$ cat src/tplc_params.svh
`ifndef TPLC_PARAMS_SVH
`define TPLC_PARAMS_SVH
// ****************************************
// clock and timing
// ****************************************
`define TPLC_CLK_MHZ      125
`define TPLC_CLK_KHZ      125000
`define TPLC_BIT_NS       100
`define TPLC_COL_BITS     2
`define TPLC_RST_HOLD_US  10
`define TPLC_JAB_MS       50
`define TPLC_UNJAB_MS     500
`define TPLC_LOSS_MS      100
// ****************************************
// field values
// ****************************************
`define TPLC_PORT_TP      2'h1
`define TPLC_BEATS_PASS   3'h5
`define TPLC_CNT_W        27
`endif

$ cat src/tplc_pkg.sv
package tplc_pkg;
  // ****************************************
  // state types
  // ****************************************
  typedef enum logic [1:0] {
    TPLC_PD   = 2'h0,
    TPLC_HOLD = 2'h1,
    TPLC_FAIL = 2'h3,
    TPLC_PASS = 2'h2
  } tplc_link_t;

  typedef enum logic [1:0] {
    TPLC_WAKE_ON_LINK_ENABLE = 2'h0,
    TPLC_WGNT  = 2'h1,
    TPLC_SRST  = 2'h3,
    TPLC_SLEEP = 2'h2
  } tplc_slp_t;
endpackage

$ cat src/tplc_link_power_ctrl.sv
`include "tplc_params.svh"
module tplc_link_power_ctrl #(
  parameter int JAB_CYC   = `TPLC_JAB_MS * `TPLC_CLK_KHZ,
  parameter int UNJAB_CYC = `TPLC_UNJAB_MS * `TPLC_CLK_KHZ,
  parameter int LOSS_CYC  = `TPLC_LOSS_MS * `TPLC_CLK_KHZ
) (
  // clock and reset
  input  wire logic       clk_sys,
  input  wire logic       sys_rst,
  // configuration
  input  wire logic [1:0] port_select_field,
  input  wire logic       wake_on_link_enable,
  input  wire logic       link_led_enable,
  input  wire logic       link_test_disable,
  // pins from outside
  input  wire logic       sleep_n,
  input  wire logic       gnt_n,
  input  wire logic       rx_line_active,
  input  wire logic       rx_link_beat,
  // internal sources
  input  wire logic       rx_frame_ok,
  input  wire logic       rx_pol_reversed,
  input  wire logic       tx_request,
  input  wire logic       tx_data,
  input  wire logic       dma_req,
  input  wire logic       io_access,
  input  wire logic       flag_clear,
  // medium side
  output logic            tp_tx_data,
  output logic            tp_tx_enable,
  output logic            link_beat_enable,
  output logic            receive_enable,
  // status
  output logic            transmit_activity,
  output logic            receive_activity,
  output logic            collision,
  output logic            link_good_output,
  output logic            receive_polarity_status,
  output logic            sqe_test_enable,
  output logic            lost_carrier_flag,
  output logic            collision_error_flag,
  output logic            jabber_flag,
  // host bus and sleep
  output logic            req_n,
  output logic            io_target_abort,
  output logic            soft_reset,
  output logic            coma_active,
  output logic            snooze_active
);
  localparam int CW = `TPLC_CNT_W;
  localparam int HOLD_CYC = `TPLC_RST_HOLD_US * `TPLC_CLK_MHZ;
  localparam int COL_CYC =
    (`TPLC_COL_BITS * `TPLC_BIT_NS * `TPLC_CLK_MHZ + 999) / 1000;

  // ****************************************
  // synchronisers
  // ****************************************
  logic [1:0] slp_q, gnt_q, rxa_q, beat_q;
  logic       beat_d1_q;
  always_ff @(posedge clk_sys) begin
    slp_q     <= {slp_q[0], sleep_n};
    gnt_q     <= {gnt_q[0], gnt_n};
    rxa_q     <= {rxa_q[0], rx_line_active};
    beat_q    <= {beat_q[0], rx_link_beat};
    beat_d1_q <= beat_q[1];
  end
  wire sleep_req = ~slp_q[1];
  wire granted   = ~gnt_q[1];
  wire rx_act    = rxa_q[1];
  wire beat_rise = beat_q[1] & ~beat_d1_q;

  // ****************************************
  // sleep sequencing
  // ****************************************
  tplc_pkg::tplc_slp_t slp_q_st, slp_d;
  logic req_q;
  wire  asleep = slp_q_st == tplc_pkg::TPLC_SLEEP;
  always_comb begin
    slp_d = slp_q_st;
    case (slp_q_st)
      tplc_pkg::TPLC_WAKE_ON_LINK_ENABLE: begin
        if (sleep_req)
          slp_d = req_q ? tplc_pkg::TPLC_WGNT : tplc_pkg::TPLC_SRST;
      end
      tplc_pkg::TPLC_WGNT: begin
        if (granted)
          slp_d = tplc_pkg::TPLC_SRST;
      end
      tplc_pkg::TPLC_SRST: slp_d = tplc_pkg::TPLC_SLEEP;
      tplc_pkg::TPLC_SLEEP: begin
        if (!sleep_req)
          slp_d = tplc_pkg::TPLC_WAKE_ON_LINK_ENABLE;
      end
      default: slp_d = tplc_pkg::TPLC_WAKE_ON_LINK_ENABLE;
    endcase
  end
  // request held through the grant wait, dropped on leaving it
  wire req_d = (slp_q_st == tplc_pkg::TPLC_WAKE_ON_LINK_ENABLE) ? (sleep_req ? req_q : dma_req) :
               (slp_q_st == tplc_pkg::TPLC_WGNT && !granted);
  always_ff @(posedge clk_sys) begin
    if (sys_rst) begin
      slp_q_st <= tplc_pkg::TPLC_WAKE_ON_LINK_ENABLE;
      req_q    <= 1'b0;
    end else begin
      slp_q_st <= slp_d;
      req_q    <= req_d;
    end
  end

  // ****************************************
  // power-down conditions
  // ****************************************
  logic tp_sel_q;
  wire  tp_sel = port_select_field == `TPLC_PORT_TP;
  wire  coma   = asleep & ~wake_on_link_enable;
  wire  snooze = asleep & wake_on_link_enable & tp_sel;
  // non-tp snooze falls back to power-down
  wire  pd     = coma | ~tp_sel | (asleep & ~snooze);
  wire  to_tp  = tp_sel & ~tp_sel_q;

  // ****************************************
  // link state
  // ****************************************
  tplc_pkg::tplc_link_t lk_q, lk_d;
  logic [CW-1:0] lcnt_q, lcnt_d;
  logic [2:0]    beats_q, beats_d;
  wire hold_done = lcnt_q >= CW'(HOLD_CYC - 1);
  wire rx_seen   = beat_rise | rx_frame_ok | rx_act;
  wire lost      = lcnt_q >= CW'(LOSS_CYC - 1);
  always_comb begin
    lk_d    = lk_q;
    lcnt_d  = lcnt_q + CW'(1);
    beats_d = beats_q;
    case (lk_q)
      tplc_pkg::TPLC_PD: begin
        lcnt_d = '0;
        if (!pd)
          lk_d = tplc_pkg::TPLC_HOLD;
      end
      tplc_pkg::TPLC_HOLD: begin
        if (hold_done) begin
          lk_d   = tplc_pkg::TPLC_FAIL;
          lcnt_d = '0;
        end
      end
      tplc_pkg::TPLC_FAIL: begin
        lcnt_d = '0;
        if (beat_rise)
          beats_d = beats_q + 3'h1;
        if (rx_frame_ok || link_test_disable ||
            (beat_rise && beats_q == `TPLC_BEATS_PASS - 3'h1)) begin
          lk_d    = tplc_pkg::TPLC_PASS;
          beats_d = '0;
        end
      end
      tplc_pkg::TPLC_PASS: begin
        if (rx_seen || link_test_disable)
          lcnt_d = '0;
        else if (lost)
          lk_d = tplc_pkg::TPLC_FAIL;
      end
      default: lk_d = tplc_pkg::TPLC_PD;
    endcase
    if (to_tp && lk_d == tplc_pkg::TPLC_PASS)
      lk_d = tplc_pkg::TPLC_FAIL;
    if (pd) begin
      lk_d    = tplc_pkg::TPLC_PD;
      beats_d = '0;
    end
  end
  always_ff @(posedge clk_sys) begin
    if (sys_rst) begin
      lk_q     <= tplc_pkg::TPLC_PD;
      lcnt_q   <= '0;
      beats_q  <= '0;
      tp_sel_q <= 1'b0;
    end else begin
      lk_q     <= lk_d;
      lcnt_q   <= lcnt_d;
      beats_q  <= beats_d;
      tp_sel_q <= tp_sel;
    end
  end
  wire pass = lk_q == tplc_pkg::TPLC_PASS;
  wire fail = lk_q == tplc_pkg::TPLC_FAIL;

  // ****************************************
  // jabber
  // ****************************************
  logic          jab_q, tx_prev_q;
  logic [CW-1:0] jcnt_q;
  wire jab_trip = pass & ~jab_q & tx_request &
                  (jcnt_q >= CW'(JAB_CYC - 1));
  // unjab restarts if transmit returns before it expires
  wire unjab    = jab_q & ~tx_request &
                  (jcnt_q >= CW'(UNJAB_CYC - 1));
  wire [CW-1:0] jcnt_d =
    (jab_trip | unjab | ~pass) ? '0 :
    (jab_q ? (tx_request ? '0 : jcnt_q + CW'(1)) :
     (tx_request ? jcnt_q + CW'(1) : '0));
  always_ff @(posedge clk_sys) begin
    if (sys_rst) begin
      jab_q     <= 1'b0;
      jcnt_q    <= '0;
      tx_prev_q <= 1'b0;
    end else begin
      jab_q     <= pass & ((jab_q & ~unjab) | jab_trip);
      jcnt_q    <= jcnt_d;
      tx_prev_q <= tx_request;
    end
  end

  // ****************************************
  // collision stretch
  // ****************************************
  logic [4:0] ccnt_q;
  wire col_raw = pass & tx_request & rx_act;
  wire [4:0] ccnt_d = col_raw ? 5'(COL_CYC) :
                      (ccnt_q != 5'h0 ? ccnt_q - 5'h1 : 5'h0);
  always_ff @(posedge clk_sys) begin
    if (sys_rst)
      ccnt_q <= '0;
    else
      ccnt_q <= pass ? ccnt_d : 5'h0;
  end

  // ****************************************
  // status and medium outputs
  // ****************************************
  // snooze blanks the activity and collision leds; link good stays lit only with link_led_enable
  wire act_ok   = pass & ~snooze;
  wire drive    = act_ok & tx_request & ~jab_q;
  wire fail_tx  = fail & tx_request & ~tx_prev_q;
  wire col_d    = act_ok & (col_raw | ccnt_q != 5'h0 | jab_q);
  wire lgood_d  = pass & (~snooze | link_led_enable);
  always_ff @(posedge clk_sys) begin
    if (sys_rst) begin
      tp_tx_data              <= 1'b0;
      tp_tx_enable            <= 1'b0;
      link_beat_enable        <= 1'b0;
      receive_enable          <= 1'b0;
      transmit_activity       <= 1'b0;
      receive_activity        <= 1'b0;
      collision               <= 1'b0;
      link_good_output        <= 1'b0;
      receive_polarity_status <= 1'b0;
      sqe_test_enable         <= 1'b0;
      lost_carrier_flag       <= 1'b0;
      collision_error_flag    <= 1'b0;
      jabber_flag             <= 1'b0;
    end else begin
      tp_tx_data              <= drive & tx_data;
      tp_tx_enable            <= drive;
      link_beat_enable        <= ~pd & ~snooze & ~tx_request;
      receive_enable          <= ~pd;
      transmit_activity       <= drive;
      receive_activity        <= act_ok & rx_act;
      collision               <= col_d;
      link_good_output        <= lgood_d;
      receive_polarity_status <= ~pd & rx_pol_reversed;
      sqe_test_enable         <= ~tp_sel;
      // a new event beats a clear in the same cycle
      lost_carrier_flag       <= fail_tx | (lost_carrier_flag & ~flag_clear);
      collision_error_flag    <= fail_tx | (collision_error_flag & ~flag_clear);
      jabber_flag             <= jab_trip | (jabber_flag & ~flag_clear);
    end
  end

  // ****************************************
  // host side
  // ****************************************
  // sleep is sampled only after reset; the system keeps it off at power-up
  logic sr_q, coma_q, snz_q;
  always_ff @(posedge clk_sys) begin
    if (sys_rst) begin
      sr_q   <= 1'b0;
      coma_q <= 1'b0;
      snz_q  <= 1'b0;
    end else begin
      sr_q   <= slp_d == tplc_pkg::TPLC_SRST;
      coma_q <= coma;
      snz_q  <= snooze;
    end
  end
  assign req_n           = ~req_q;
  assign io_target_abort = io_access & (asleep | sleep_req);
  assign soft_reset      = sr_q;
  assign coma_active     = coma_q;
  assign snooze_active   = snz_q;
endmodule

$ cat config.mk
export PLATFORM = sky130hd
export DESIGN_NAME = tplc_link_power_ctrl
export DESIGN_NICKNAME = d
export VERILOG_FILES = /design/src/tplc_pkg.sv /design/src/tplc_link_power_ctrl.sv
export VERILOG_INCLUDE_DIRS = /design/src
export SDC_FILE = /design/constraint.sdc
export NUM_CORES = 1
export LEC_CHECK = 0
export ABC_CLOCK_PERIOD_IN_PS = 4500
export BUFFER_PORTS_ARGS = -buffer_cell sky130_fd_sc_hd__buf_2
export CORE_UTILIZATION = 64
export DETAILED_ROUTE_END_ITERATION = 8
export PLACE_DENSITY = 0.86
export SYNTH_ARGS = -nofsm -noshare
export SYNTH_HDL_FRONTEND = slang
export SYNTH_SLANG_ARGS = --single-unit
$ cat constraint.sdc
create_clock -name clk_sys -period 4.5 [get_ports clk_sys]
set_clock_uncertainty 0.2 [all_clocks]
set_input_delay 0.45 -clock clk_sys [delete_from_list [all_inputs] [get_ports clk_sys]]
set_output_delay 0.45 -clock clk_sys [all_outputs]
set_load 0.005 [all_outputs]
==> impl_metrics.json <==
{
  "slew-limit-headroom_pct": 37.6,
  "io_buffers": 35,
  "insertion_delay_ns": 0.35,
  "cts_tree": "yes",
  "drive_gt1_share_pct": 16.7,
  "min_from": "tx_data",
  "clock.fmax_ghz": 0.370,
  "place_ws_ns": 1.81,
  "synthAdderAreaFrac_pct": 1.75,
  "fin_ws_ns": 1.80,
  "ys_types": 57,
  "grt.total_usage_pct": 26.0,
  "final_util_pct": 72.9,
  "crit_end": "jcnt_q[1]",
  "worst_ep_required_time_ns": 4.57,
  "place.gp.congestion": 0.915,
  "finalCriticalPeriod_ns": 2.70,
  "cts_buffers": 9,
  "synth_area_um2": 4280,
  "yosys.area_share.simple_pct": 24.3,
  "hold_viol": 0,
  "start_kind": "flop",
  "yosys.area.top_type": "dfxtp_1",
  "r2r-start": "jcnt_q[0]",
  "clkSinkCount": 94,
  "netlist_top_cells_area": "dfxtp_1 44%, xnor2_1 5.5%, a21oi_1 5.3%",
  "yosys_warnings": 0,
  "grt_pass1_vias": 3320,
  "initial_utilization_pct": 67.0,
  "antenna_found_initial": 0,
  "postRouteAntennaNets": 0,
  "rr_worst_depth": 6,
  "synth_compound_area_share_pct": 14.8,
  "die_area_um2": 7020,
  "status": "completed",
  "hp-class": "input pin to flop",
  "crit_type": "flop to flop",
  "muxShareOfSynthArea_pct": 0.234,
  "wl_mm": 8.89,
  "htree_levels": 3,
  "clk_pin_slew_ns": 0.10,
  "dp_hpwl_mm": 6.11,
  "setup_tns_ns": 0,
  "grt_max_degree": 28,
  "worstPathMaxFanout": 26,
  "ys.flop_type": "dfxtp_1",
  "synth_edf_count": 0,
  "rsz0062_at_grt": "no",
  "rows": 29,
  "drtPass1Iterations": 5,
  "async_flop_share_pct": 0,
  "grt_pass1_wl_mm": 14.9,
  "avgSynthCellArea_um2": 8.98,
  "fp.coreArea_um2": 6390,
  "syn_inst": 477,
  "reg2reg_to": "jcnt_q[1]",
  "drcViolationCount": 0,
  "p_leak_nw": 1.57,
  "n_fill_cell": 479,
  "ir_drop_mv": 0.230,
  "synth_xor_area_share_pct": 10.4,
  "ys_ff_latch": 94,
  "gr-total-overflow": 0,
  "synth_top_family_by_area": "simple AND/OR/NAND/NOR gates",
  "synth_top_area_share_pct": 44.0,
  "r2r_slack_ns": 1.80,
  "nNetsFinal": 528,
  "diodes": 0,
  "io_pins": 36,
  "worst_slew_pin_slew_ns": 0.934,
  "syn_nets": 501,
  "power_density_nw_per_um2": 306,
  "seq_area_frac_synth_pct": 44.0,
  "via_per_inst": 6.06,
  "setup_viol": 0,
  "die_h_um": 83.8,
  "drv_slew": 0,
  "cts-root-buf": "clkbuf_8",
  "vias": 3549,
  "critical_path_arrival_ns": 2.77,
  "drt_iter0_markers": 179,
  "wl_per_cell_um": 15.2,
  "cp-startpoint": "jcnt_q[0]",
  "finalCritPeriodShare_pct": 60.0,
  "post_dp_cell_area_um2": 4430,
  "max-cap-violations": 0,
  "die_w_um": 83.8,
  "clk_path_buf_depth": 2,
  "area_delta_synth_final_pct": 8.74,
  "crit_path_end_kind": "flop",
  "stdcell_area_um2": 4660
}
==> routing by layer <==
metal / track usage [%] / wire length [um] / share of wire [%]
met2: 44.9 / 4460 / 50
met5: 0 / 0 / 0
met1: 31.5 / 3920 / 44
met4: 12.8 / 205 / 2.3
met3: 4.15 / 310 / 3.5
==> how the worst min path moves through the flow <==
| stage | cells past startpoint | slack, ns | to |
|---|---|---|---|
| floorplan | 0 | 0.11 | beat_q[1] |
| global placement | 0 | 0.11 | rxa_q[1] |
| detailed placement | 0 | 0.12 | slp_q[1] |
| CTS | 2 | 0.09 | coma_active |
| global route | 2 | 0.09 | coma_active |
| finish | 2 | 0.09 | tp_tx_data |
==> final cells by class <==
cell class	count	area [um^2]	share of cell area (%)
multi-input combinational	343	2210	47.4
sequential	94	1880	40.4
clock inverter	7	63.8	1.37
clock buffer	9	124	2.66
inverter	16	60.1	1.29
timing repair buffer	40	223	4.78
tap	77	96.3	2.07
==> where the power goes <==
group	switching [mW]	internal, mW
logic	0.0242	0.0201
registers	0.00784	0.842
clock network	0.317	0.213
total	0.349	1.08
==> stage by stage <==
step,hold slack (ns),total power [mW],instances
after floorplan,0.110,0.892,477
after detailed placement,0.118,0.911,566
after global routing,0.0918,1.48,586
final,0.0924,1.42,586
after CTS,0.0863,1.43,586
after global placement,0.110,0.909,566
==> flip-flops by register name, summed over array words and instances (netlist names), 2 cells and up <==
name,count
rxa_q,2
gnt_q,2
lk_q,2
ccnt_q,5
beat_q,2
slp_q,2
jcnt_q,27
beats_q,3
lcnt_q,27
slp_q_st,2
==> cell usage after synthesis, types with 7 or more instances <==
cell type  number
and2_1          7
a21oi_2        20
o21ai_0         8
nand3_1        21
xnor2_1        27
clkbuf_1       16
nor3_1         25
xor2_1         24
dfxtp_1        94
inv_1          16
nor4_1         12
nand4_1        18
nand2_1        32
a21oi_1        45
nor2_1         31
and3_1          7
==> placed cells by master, fill, tap and decap left out, types with 2 or more instances in the layout <==
master,count
inv_1,16
clkbuf_8,9
clkinvlp_4,2
nor3_1,25
xor2_1,24
and4_1,3
nor4_1,12
o2111ai_1,2
nand3_1,21
a21oi_1,45
inv_8,2
a22oi_1,2
nand4b_1,2
ha_1,6
nand2b_1,5
a21o_1,2
a21oi_2,20
and3_1,7
dlygate4sd3_1,4
nor2_1,31
dfxtp_1,94
and2_1,7
o21ai_0,8
a311oi_1,2
o21a_1,2
or2_2,2
nand4_1,18
nor2b_1,6
a21boi_0,2
buf_2,35
nor4_4,2
a31oi_1,2
inv_6,2
or3_1,4
nand2_1,32
xnor2_1,27
o211ai_1,2
==> cells by family (layout without fill, tap and decap cells) <==
| family | Yosys count | in the layout |
|---|---|---|
| buf+inv | 40 | 72 |
| simple gates | 187 | 187 |
| mux | 1 | 1 |
| other cells | 1 | 1 |
| compound gates | 97 | 97 |
| fa+ha+maj | 6 | 6 |
| flops | 94 | 94 |
| xor+xnor | 51 | 51 |
==> worst max-delay path: stages, from the launching register on <==
cell and delay (ns):
dfxtp_1 0.35, ha_1 0.29, a21oi_1 0.19, o21ai_0 0.13
o311ai_1 0.32, nand3_1 0.73, a21boi_0 0.40
==> timing repair <==
item,CTS,global route
setup endpoints to repair,0,0
endpoints found under the hold margin,4,0
hold buffers,4,0
setup buffers,0,0
resized for setup,0,0
No activity file was read; power rests on OpenSTA's default activity.
